File: src/hdl/msc_pkg.sv
package msc_pkg;
    localparam int FREQ_W = 16;
    localparam int N_TERM = 7;
    localparam int N_PRESET = 16;
    localparam int IDX_W = 4;
    // Clock 10 MHz; settle unit 10 ms
    localparam longint CLK_HZ = 64'h0098_9680;
    localparam int SETTLE_UNIT_MS = 10;
    localparam int UNIT_CYCLES = int'((CLK_HZ * SETTLE_UNIT_MS) / 1000);
    localparam logic [7:0] SETTLE_MAX = 8'hC8;
    // Mode codes
    localparam logic [1:0] MODE_BINARY = 2'h0;
    localparam logic [1:0] MODE_BIT = 2'h1;
    // Frequency source codes
    localparam logic [3:0] SRC_PARAM = 4'h2;
    // Terminal function codes
    localparam logic [7:0] FN_JOG = 8'h06;
    localparam logic [7:0] FN_SEL1 = 8'h02;
    localparam logic [7:0] FN_ONEHOT1 = 8'h20;
    localparam logic [7:0] FN_FORCE_OP = 8'h1F;
    localparam logic [7:0] FN_FORCE_TM = 8'h33;
    localparam logic [FREQ_W-1:0] PRESET_RESET = 16'h0000;

    typedef enum logic [1:0] {
        CMD_PRESET = 2'b00,
        CMD_FORCE_TM = 2'b01,
        CMD_FORCE_OP = 2'b10,
        CMD_JOG = 2'b11
    } cmd_src_t;

    typedef struct packed {
        logic [3:0] sel;
        logic [6:0] onehot;
        logic force_tm;
        logic force_op;
        logic jog;
    } func_lines_t;

    typedef struct packed {
        logic valid;
        logic [IDX_W-1:0] idx;
    } speed_sel_t;
endpackage

File: src/hdl/msc_preset_mem.sv
`timescale 1ns/1ps
module msc_preset_mem (
    // Clock and reset
    input wire logic i_clk,
    input wire logic i_nrst,
    // Write port
    input wire logic i_we,
    input wire logic [msc_pkg::IDX_W-1:0] i_waddr,
    input wire logic [msc_pkg::FREQ_W-1:0] i_wdata,
    // Read port
    input wire logic [msc_pkg::IDX_W-1:0] i_raddr,
    output logic [msc_pkg::FREQ_W-1:0] o_rdata
);
    logic [msc_pkg::FREQ_W-1:0] mem [msc_pkg::N_PRESET];
    logic [msc_pkg::FREQ_W-1:0] next_rdata;

    always_comb begin
        next_rdata = mem[i_raddr];
        if (i_we && i_waddr == i_raddr) begin
            next_rdata = i_wdata;
        end
    end

    always_ff @(posedge i_clk or negedge i_nrst) begin
        if (!i_nrst) begin
            for (int k = 0; k < msc_pkg::N_PRESET; k++) begin
                mem[k] <= msc_pkg::PRESET_RESET;
            end
            o_rdata <= msc_pkg::PRESET_RESET;
        end else begin
            if (i_we) begin
                mem[i_waddr] <= i_wdata;
            end
            o_rdata <= next_rdata;
        end
    end
endmodule // msc_preset_mem

File: src/hdl/msc_settle_timer.sv
`timescale 1ns/1ps
module msc_settle_timer (
    // Clock and reset
    input wire logic i_clk,
    input wire logic i_nrst,
    // Control
    input wire logic i_restart,
    input wire logic [7:0] i_units,
    // Status
    output logic o_done
);
    logic [7:0] units_left;
    logic [23:0] tick;
    logic running;
    logic [7:0] next_units_left;
    logic [23:0] next_tick;
    logic next_running;
    logic next_done;

    always_comb begin
        next_units_left = units_left;
        next_tick = tick;
        next_running = running;
        next_done = 1'b0;
        if (i_restart) begin
            next_units_left = i_units;
            next_tick = 24'h00_0000;
            next_running = 1'b1;
        end else if (running) begin
            if (units_left == 8'h00) begin
                next_running = 1'b0;
                next_done = 1'b1;
            end else if (tick == 24'(msc_pkg::UNIT_CYCLES - 1)) begin
                next_tick = 24'h00_0000;
                next_units_left = units_left - 8'h01;
            end else begin
                next_tick = tick + 24'h00_0001;
            end
        end
    end

    always_ff @(posedge i_clk or negedge i_nrst) begin
        if (!i_nrst) begin
            units_left <= 8'h00;
            tick <= 24'h00_0000;
            running <= 1'b0;
            o_done <= 1'b0;
        end else begin
            units_left <= next_units_left;
            tick <= next_tick;
            running <= next_running;
            o_done <= next_done;
        end
    end
endmodule // msc_settle_timer

File: src/hdl/multi_speed_command_select.sv
`timescale 1ns/1ps
module multi_speed_command_select (
    // Clock and reset
    input wire logic I_CLK,
    input wire logic I_NRST,
    // Terminals and their function assignments
    input wire logic [6:0] I_TERMINALS,
    input wire logic [55:0] I_INPUT_FUNC_ASSIGN,
    // Configuration
    input wire logic [1:0] I_PRESET_MODE_SELECT,
    input wire logic [3:0] I_FREQ_SOURCE_SELECT,
    input wire logic [7:0] I_PRESET_SETTLE_TIME,
    input wire logic I_SECOND_MOTOR,
    input wire logic [15:0] I_PRESET_SPEED_0,
    input wire logic [15:0] I_PRESET_SPEED_0_2ND,
    // Other frequency sources
    input wire logic [15:0] I_SOURCE_FREQ,
    input wire logic [15:0] I_FORCED_TERMINAL_FREQ,
    input wire logic [15:0] I_FORCED_OPERATOR_FREQ,
    input wire logic [15:0] I_JOG_FREQ,
    // Preset writes
    input wire logic I_PRESET_WE,
    input wire logic [3:0] I_PRESET_WADDR,
    input wire logic I_OUTPUT_FREQ_WE,
    input wire logic [15:0] I_OUTPUT_FREQ_SETTING,
    // Results
    output logic [15:0] O_FREQ_CMD,
    output logic [3:0] O_SPEED_INDEX,
    output logic [1:0] O_CMD_SOURCE,
    output logic O_SETTLING
);
    // A net, so each generated line may drive its own bit
    wire msc_pkg::func_lines_t lines;
    msc_pkg::speed_sel_t raw_sel;
    logic [3:0] sel_prev;
    logic [3:0] speed;
    logic [3:0] next_speed;
    logic settling;
    logic next_settling;
    logic sel_edge;
    logic timer_done;
    logic mem_we;
    logic [3:0] mem_waddr;
    logic [15:0] mem_wdata;
    logic [15:0] preset_rd;
    logic [15:0] next_freq;
    logic [1:0] next_src;
    logic [3:0] bin_idx;

    // Terminal whose assigned code matches fn is on
    function automatic logic func_active(input logic [6:0] term, input logic [55:0] assign_codes,
                                         input logic [7:0] fn);
        logic hit;
        hit = 1'b0;
        for (int t = 0; t < msc_pkg::N_TERM; t++) begin
            if (assign_codes[t*8 +: 8] == fn && term[t]) begin
                hit = 1'b1;
            end
        end
        return hit;
    endfunction

    // Unassigned functions never match, so they read as off
    genvar gi;
    generate
        for (gi = 0; gi < 4; gi++) begin : g_sel
            assign lines.sel[gi] = func_active(I_TERMINALS, I_INPUT_FUNC_ASSIGN,
                8'(msc_pkg::FN_SEL1 + 8'(gi)));
        end
        for (gi = 0; gi < 7; gi++) begin : g_onehot
            assign lines.onehot[gi] = func_active(I_TERMINALS, I_INPUT_FUNC_ASSIGN,
                8'(msc_pkg::FN_ONEHOT1 + 8'(gi)));
        end
    endgenerate
    assign lines.force_tm = func_active(I_TERMINALS, I_INPUT_FUNC_ASSIGN, msc_pkg::FN_FORCE_TM);
    assign lines.force_op = func_active(I_TERMINALS, I_INPUT_FUNC_ASSIGN, msc_pkg::FN_FORCE_OP);
    assign lines.jog = func_active(I_TERMINALS, I_INPUT_FUNC_ASSIGN, msc_pkg::FN_JOG);

    assign bin_idx = lines.sel;

    // Raw decode of the selected speed
    always_comb begin
        raw_sel.valid = 1'b1;
        raw_sel.idx = 4'h0;
        if (I_PRESET_MODE_SELECT == msc_pkg::MODE_BIT) begin
            for (int b = 6; b >= 0; b--) begin
                if (lines.onehot[b]) begin
                    raw_sel.idx = 4'(b + 1);
                end
            end
        end else if (I_PRESET_MODE_SELECT == msc_pkg::MODE_BINARY) begin
            raw_sel.idx = bin_idx;
        end else begin
            raw_sel.valid = 1'b0;
        end
    end

    assign sel_edge = (I_PRESET_MODE_SELECT == msc_pkg::MODE_BINARY)
                      && (lines.sel != sel_prev);

    msc_settle_timer u_timer (
        .i_clk(I_CLK),
        .i_nrst(I_NRST),
        .i_restart(sel_edge),
        .i_units((I_PRESET_SETTLE_TIME > msc_pkg::SETTLE_MAX) ? msc_pkg::SETTLE_MAX
                 : I_PRESET_SETTLE_TIME),
        .o_done(timer_done)
    );

    // Confirmed speed
    always_comb begin
        next_speed = speed;
        next_settling = settling;
        if (I_PRESET_MODE_SELECT == msc_pkg::MODE_BINARY) begin
            if (sel_edge) begin
                next_settling = 1'b1;
            end else if (timer_done) begin
                next_speed = sel_prev;
                next_settling = 1'b0;
            end
        end else begin
            next_settling = 1'b0;
            if (raw_sel.valid) begin
                next_speed = raw_sel.idx;
            end
        end
    end

    // Writes of the output frequency go to the active preset
    always_comb begin
        mem_we = I_PRESET_WE | I_OUTPUT_FREQ_WE;
        mem_waddr = I_PRESET_WADDR;
        mem_wdata = I_OUTPUT_FREQ_SETTING;
        if (I_OUTPUT_FREQ_WE) begin
            mem_waddr = speed;
        end
    end

    msc_preset_mem u_mem (
        .i_clk(I_CLK),
        .i_nrst(I_NRST),
        .i_we(mem_we),
        .i_waddr(mem_waddr),
        .i_wdata(mem_wdata),
        .i_raddr(next_speed),
        .o_rdata(preset_rd)
    );

    // Final command source and value
    always_comb begin
        next_src = msc_pkg::CMD_PRESET;
        next_freq = I_SOURCE_FREQ;
        if (lines.force_tm) begin
            next_src = msc_pkg::CMD_FORCE_TM;
            next_freq = I_FORCED_TERMINAL_FREQ;
        end else if (lines.force_op) begin
            next_src = msc_pkg::CMD_FORCE_OP;
            next_freq = I_FORCED_OPERATOR_FREQ;
        end else if (lines.jog) begin
            next_src = msc_pkg::CMD_JOG;
            next_freq = I_JOG_FREQ;
        end else if (speed != 4'h0) begin
            next_freq = preset_rd;
        end else if (I_FREQ_SOURCE_SELECT == msc_pkg::SRC_PARAM) begin
            next_freq = I_SECOND_MOTOR ? I_PRESET_SPEED_0_2ND : I_PRESET_SPEED_0;
        end
    end

    always_ff @(posedge I_CLK or negedge I_NRST) begin
        if (!I_NRST) begin
            sel_prev <= 4'h0;
            speed <= 4'h0;
            settling <= 1'b0;
            O_FREQ_CMD <= 16'h0000;
            O_SPEED_INDEX <= 4'h0;
            O_CMD_SOURCE <= msc_pkg::CMD_PRESET;
            O_SETTLING <= 1'b0;
        end else begin
            sel_prev <= lines.sel;
            speed <= next_speed;
            settling <= next_settling;
            O_FREQ_CMD <= next_freq;
            O_SPEED_INDEX <= speed;
            O_CMD_SOURCE <= next_src;
            O_SETTLING <= next_settling;
        end
    end
endmodule // multi_speed_command_select

File: config.mk
export PLATFORM = sky130hd
export DESIGN_NAME = multi_speed_command_select
export DESIGN_NICKNAME = d
export VERILOG_FILES = /design/src/hdl/msc_pkg.sv /design/src/hdl/msc_preset_mem.sv /design/src/hdl/msc_settle_timer.sv /design/src/hdl/multi_speed_command_select.sv
export SDC_FILE = /design/constraint.sdc
export NUM_CORES = 1
export LEC_CHECK = 0
export ABC_AREA = 1
export BUFFER_PORTS_ARGS = -buffer_cell sky130_fd_sc_hd__buf_4
export CAP_MARGIN = 20
export CORE_ASPECT_RATIO = 0.6
export CORE_MARGIN = 1
export CORE_UTILIZATION = 30
export CTS_CLUSTER_DIAMETER = 30
export DETAILED_ROUTE_END_ITERATION = 7
export GPL_ROUTABILITY_DRIVEN = 0
export PLACE_DENSITY = 0.57
export SYNTH_ARGS = -nofsm -noshare
export SYNTH_HDL_FRONTEND = slang
export SYNTH_SLANG_ARGS = --single-unit
File: constraint.sdc
create_clock -name I_CLK -period 2.58 [get_ports I_CLK]
set_input_delay 0.129 -clock I_CLK [delete_from_list [all_inputs] [get_ports I_CLK]]
set_output_delay 0.129 -clock I_CLK [all_outputs]
set_load 0.005 [all_outputs]
Yosys cells after proc, flatten, opt, wreduce, memory -nomap -nowiden
Index checks and enable logic that the tools add are counted.
W data, S select, Z words.
- register bits after elaboration: 337
- output and inout bits: 23
- word-level logic and storage cells: 396
- add/sub/neg operators: 2
- $lt $le $gt $ge: 4
- equality and inequality tests: 105
- mux-type cells: 147
- bitwise operators: 3
- reduce and logical (&&, ||, !) cells: 108
- operators by type and width (cell ; count):
    $eq A8 B6 Y1 const B ; 56
    $bwmux W256 ; 1
    $eq A8 B3 Y1 const B ; 21
    $mux W16 ; 10
    $eq A8 B2 Y1 const B ; 14
    $mux W1 ; 109
    $logic_and A1 B1 Y1 ; 101
    $mux W24 ; 4
    $bmux W16 S4 ; 1
    $demux W16 S4 ; 1
    $eq A8 B5 Y1 const B ; 7
    $mux W4 ; 12
    $mux W8 ; 5
    $add A24 B1 Y24 const B ; 1
    $eq A24 B17 Y1 const B ; 1
    $ge A5 B5 Y1 const B ; 2
    $not A4 Y5 ; 2
    $gt A8 B8 Y1 const B ; 1
    $logic_not A8 Y1 ; 1
    $sub A8 B1 Y8 const B ; 1
    $mux W2 ; 3
    $lt A5 B1 Y1 const B ; 1
    $eq A4 B2 Y1 const B ; 1
    $eq A4 B4 Y1 ; 1
    11 further kinds ; 12

Longest topological paths before layout
- depth after elaboration: 24
- gate-level depth with buffers: 27
- gate-level depth less buffers: 25

Cells and area by module
From an unflattened synthesis, not the netlist that was laid out.
- cell total of the unflattened synthesis: 2794
- area total of the unflattened synthesis: 19348.6 um^2
- by module, submodules not included (module ; instances ; cells an instance ; area each (um^2) ; sequential area each (um^2)):
    msc_preset_mem ; 1 ; 1732 ; 13006.2 ; 6806.5
    multi_speed_command_select ; 1 ; 748 ; 4149.0 ; 775.7
    msc_settle_timer ; 1 ; 314 ; 2193.4 ; 850.8

Worst setup path before layout
No wires, ideal clock.
- path type: in2reg
- start: input port I_INPUT_FUNC_ASSIGN[7]
- end: register u_mem.o_rdata[11] (netlist name)
- arrival: 2.107 ns
- required time: 2.464 ns
- path slack: 0.357 ns
- stages: 24
- path buffers: 3
- cell sequence: nor2_2 > nand2_1 > nor2_2 > nand2_1 > nand2_1 > nor2_2 > nand2_1 > nand2_1 > nand2_1 > nor2_1 > nand2_2 > nand2_4 > buf_6 > nand2_1 > nand2_1 > a21oi_2 > nor2_1 > a21oi_1 > o21a_1 > buf_4 > nand2_4 > buf_6 > nand2_1 > nand2_1
- elaborated cells on any way between the ends: 119
- classes of those cells: 13 x eq/ne; 92 x mux; 1 x bitwise; 13 x reduce/logical
- RTL lines (item ; RTL line ; RTL):
    start: declaration ; multi_speed_command_select.sv:8 ; input wire logic [55:0] I_INPUT_FUNC_ASSIGN,
    $eq A8 B3 Y1 (*) ; multi_speed_command_select.sv:56 ; if (assign_codes[t*8 +: 8] == fn && term[t]) begin
    $logic_and A1 B1 Y1 (*) ; multi_speed_command_select.sv:56 ;
    $mux W1 (*) (7 in a row) ; multi_speed_command_select.sv:56 ;
    net bin_idx[3] ; multi_speed_command_select.sv:48 ; logic [3:0] bin_idx;
    $ne A4 B4 Y1 (*) ; multi_speed_command_select.sv:99 ; && (lines.sel != sel_prev);
    $logic_and A1 B1 Y1 (*) ; multi_speed_command_select.sv:99 ;
    $mux W4 (*) ; multi_speed_command_select.sv:115 ; if (sel_edge) begin
    $mux W4 (*) ; multi_speed_command_select.sv:114 ; if (I_PRESET_MODE_SELECT == msc_pkg::MODE_BINARY) begin
    $not A4 Y5 (not written as such) ; msc_preset_mem.sv:18 ; next_rdata = mem[i_raddr];
    $bmux W16 S4 ; msc_preset_mem.sv:18 ;
    $mux W16 (not written as such) (2 in a row) ; msc_preset_mem.sv:18 ;
    $mux W16 (*) ; msc_preset_mem.sv:19 ; if (i_we && i_waddr == i_raddr) begin
    net u_mem.next_rdata, one bit ; msc_preset_mem.sv:15 ; logic [msc_pkg::FREQ_W-1:0] next_rdata;
    end signal: assignment ; msc_preset_mem.sv:29 ; o_rdata <= msc_pkg::PRESET_RESET;
    end signal: assignment ; msc_preset_mem.sv:34 ; o_rdata <= next_rdata;
    end: declaration ; msc_preset_mem.sv:12 ; output logic [msc_pkg::FREQ_W-1:0] o_rdata
The timed path passes the listed nets; every way through them passes the cells marked *. The select of a mux whose other input is x is not followed.
A chain may end at the register's enable or synchronous reset.

Worst setup path after layout
- start: register sel_prev[0]
- end: register u_mem.o_rdata[9] (netlist name)
- cells in the longest elaborated chain, start to end: 9
- elaborated cells on any way between the ends: 12
- classes of those cells: 2 x eq/ne; 7 x mux; 1 x bitwise; 2 x reduce/logical
- RTL lines (item ; RTL line ; RTL):
    start: declaration ; multi_speed_command_select.sv:35 ; logic [3:0] sel_prev;
    start signal: assignment ; multi_speed_command_select.sv:179 ; sel_prev <= lines.sel;
    $ne A4 B4 Y1 ; multi_speed_command_select.sv:99 ;
    $logic_and A1 B1 Y1 ; multi_speed_command_select.sv:99 ;
    $mux W4 (*) ; multi_speed_command_select.sv:115 ;
    $mux W4 (*) ; multi_speed_command_select.sv:114 ;
    $not A4 Y5 (not written as such) ; msc_preset_mem.sv:18 ;
    $bmux W16 S4 ; msc_preset_mem.sv:18 ;
    $mux W16 (not written as such) (2 in a row) ; msc_preset_mem.sv:18 ;
    $mux W16 (*) ; msc_preset_mem.sv:19 ;
    net u_mem.next_rdata, one bit ; msc_preset_mem.sv:15 ;
Marks and branches as above.

==> impl_metrics.ini <==
[clocking]
h-tree-depth = 3
cts.sinks = 337
cts_setup_buffers = 0
cts_tree = yes
numCtsBuffers = 76
clock_path_buffers = 3
clk_pin_slew_worst_paths_ns = 0.05
cts_root_buf = clkbuf_16
clk_latency_ns = 0.61

[die]
die_x_um = 326
die-height_um = 196
die_area_mm2 = 0.0641
initial_core_util_pct = 30.7
core.rowCount = 70
core_mm2 = 0.0616
ios = 221

[setup_path]
crit_fanout = 27
crit_path_end_kind = flop
rr_worst_depth = 17
slowest_stage = dfrtp_1
crit_chain = nand3_1 -> nand2_1 -> nor2_1 -> nand2_2 -> nand2_4 -> nand2_1 -> nand2_1 -> nand2_1 -> nand3_2 -> buf_12 -> buf_4 -> nand3_1 -> nand3_1 -> nand3_1 -> nand2_1 -> nand2_1 -> nand2_1
cp.arrival_ns = 2.91
start_kind = flop
worstSetupPathType = reg2reg
critPathMostFrequentCell = nand2_1
cp_slowest_stage_delay_ns = 0.40
critPathRequiredTime_ns = 3.12

[sta]
slew_headroom_pct = 39.4
drv_slew = 0
setup_ws_ns = 0.210
worst_slew_pin_slew_ns = 0.887
period_needed_ns = 2.37
whs_ns = 0.0341
setup_tns_ns = 0
final_hold_viol_count = 0
fin_crit_sh_pct = 91.9
fin_worst_skew_ns = 0.0228
grt_setup_unrepaired = false
finalSetupViolCount = 0
fmax_ghz = 0.422

[outcome]
status = completed

[logic_synthesis]
yosys.area.top_type = dfrtp_1
avgSynthCellArea_um2 = 7.12
synth.area.top_cells = dfrtp_1 45%, nand2_1 15%, nand3_1 10%, o21ai_0 7.9%, inv_1 6.6%
syn_area_mm2 = 0.0189
synthArstFlopShare_pct = 100
yosysMostFrequentCell = nand2_1
synth_ff_type = dfrtp_1
seq_area_frac_synth_pct = 44.6
synth_top_area_share_pct = 44.6
synth_edf_count = 0
synth_commonest_cells = 738 x nand2_1, 389 x nand3_1, 337 x dfrtp_1, 333 x inv_1, 299 x o21ai_0
syn_inst = 2655
ys_ff_latch = 337
yosys_warnings = 0
synth_fp_nets = 2855
synth_cell_types = 48

[layout]
syn_to_final_growth_pct = 39.3
num-nets-final = 3274
drive_gt1_share_pct = 19.3
antenna-diode-count = 0
post-route-util_pct = 42.8

[global_route]
antenna_found_initial = 1
grt_usage_pct = 21.3
grt_pass1_vias = 18100
grt_pass1_wl_mm = 106
overflow = 0
grt_start_max_net_pins = 75

[routing]
routed_wl_mm = 67.7
drc = 0
ant_nets = 0
vias = 19000
post_drt_via_cell_ratio = 4.79
first_pass_iters = 6
drt_first_iter_violations = 2127
wire_per_inst_um = 17.1

[job]
cap_violations = 0

[power]
totalPowerFinal_mw = 24.3
ir_drop_mv = 0.512
p_leak_nw = 13.2
powerDensity_mw_per_mm2 = 923

[min_path]
hold_path_class = in2async

[placement]
dp_hpwl_mm = 47.1
io_buffers = 220
pre_cts_ws_ns = -0.298
-- power breakdown --
group          total (mW)  switching (mW)  internal, mW
clock                10.2            3.26          6.98
combinational        5.92            3.31          2.61
sequential           8.13            1.05          7.08
total                24.3            7.63          16.7
-- placed cells by master (no fill, tap or decap), types with 11 or more instances in the layout --
| cell | netlist | layout |
|---|---|---|
| a21oi_1 | 35 | 35 |
| buf_12 | 0 | 31 |
| buf_4 | 22 | 389 |
| bufinv_16 | 0 | 11 |
| clkbuf_16 | 0 | 77 |
| clkbuf_8 | 0 | 13 |
| dfrtp_1 | 337 | 337 |
| dlygate4sd3_1 | 0 | 75 |
| inv_1 | 333 | 332 |
| inv_2 | 13 | 13 |
| nand2_1 | 738 | 736 |
| nand3_1 | 389 | 386 |
| nand3b_1 | 64 | 64 |
| nand4_1 | 16 | 16 |
| nor2_1 | 120 | 120 |
| nor2_2 | 18 | 18 |
| nor3_1 | 46 | 46 |
| o211ai_1 | 14 | 14 |
| o21ai_0 | 299 | 299 |
-- per-stage QoR --
step | instance area (um^2) | std cells
final | 26300 | 3964
after global routing | 26300 | 3964
after CTS | 26300 | 3964
after detailed placement | 22800 | 3749
after global placement | 22800 | 3749
after floorplan | 18900 | 2655
-- layer usage --
| metal | wire, um | part of all wire, % | GRT usage (%) |
|---|---|---|---|
| met1 | 34200 | 50 | 32.4 |
| met4 | 1250 | 1.8 | 5.72 |
| met2 | 25700 | 38 | 28.2 |
| met3 | 6520 | 9.6 | 6.68 |
| met5 | 13 | 0.019 | 0 |
-- cells by family after synthesis --
group / synth area share [%]
and+or+nand+nor: 33.1
buffers and inverters: 10.7
adders and majority gates: 0.132
DFF: 44.6
AOI/OAI and AO/OA: 11.1
xor gates and xnor gates: 0.278
-- critical path, delay by kind of cell (launching register included) --
family                 cells  cell delay (ns)
buffers and inverters      2             0.46
AND/OR/NAND/NOR           15             1.42
flip-flops                 1             0.40
-- state kept, by name, summed over array words and instances (netlist names) --
| signal | cells |
|---|---|
| u_mem.o_rdata | 16 |
| u_timer.units_left | 8 |
| O_SPEED_INDEX | 4 |
| u_timer.tick | 24 |
| u_timer.running | 1 |
| speed | 4 |
| O_CMD_SOURCE | 2 |
| u_mem.mem | 256 |
| sel_prev | 4 |
| settling | 1 |
| O_FREQ_CMD | 16 |
| u_timer.o_done | 1 |
-- area by class of cell --
type,count,area (um^2)
inverters,350,1320
flip-flops and latches,337,8430
repair buffers,496,4310
well taps,828,1040
clock buffers,100,2140
clock inverters,40,596
multi-input cells,1813,8500
fillers,6203,35200
-- timing repair --
item	4_1_cts	5_1_grt
endpoints found under the hold margin	318	0
gates resized for setup	0	3
hold buffers	75	0
endpoints found under the setup margin	0	3
-- path summary, 6_finish.rpt --
path                                       startpoint                          to  slack [ns]
worst min register to register     speed[3]$_DFF_PN0_  O_SPEED_INDEX[3]$_DFF_PN0_        0.42
worst max register to register  sel_prev[0]$_DFF_PN0_  u_mem.o_rdata[9]$_DFF_PN0_        0.21
min in group I_CLK                  I_SOURCE_FREQ[12]    O_FREQ_CMD[12]$_DFF_PN0_        0.04
worst min-delay path                           I_NRST     O_FREQ_CMD[3]$_DFF_PN0_        0.03
worst max-delay path            sel_prev[0]$_DFF_PN0_  u_mem.o_rdata[9]$_DFF_PN0_        0.21
max in group asynchronous                      I_NRST   u_mem.mem[22]$_DFFE_PN0P_        1.64
No activity file was read; power rests on OpenSTA's default activity.
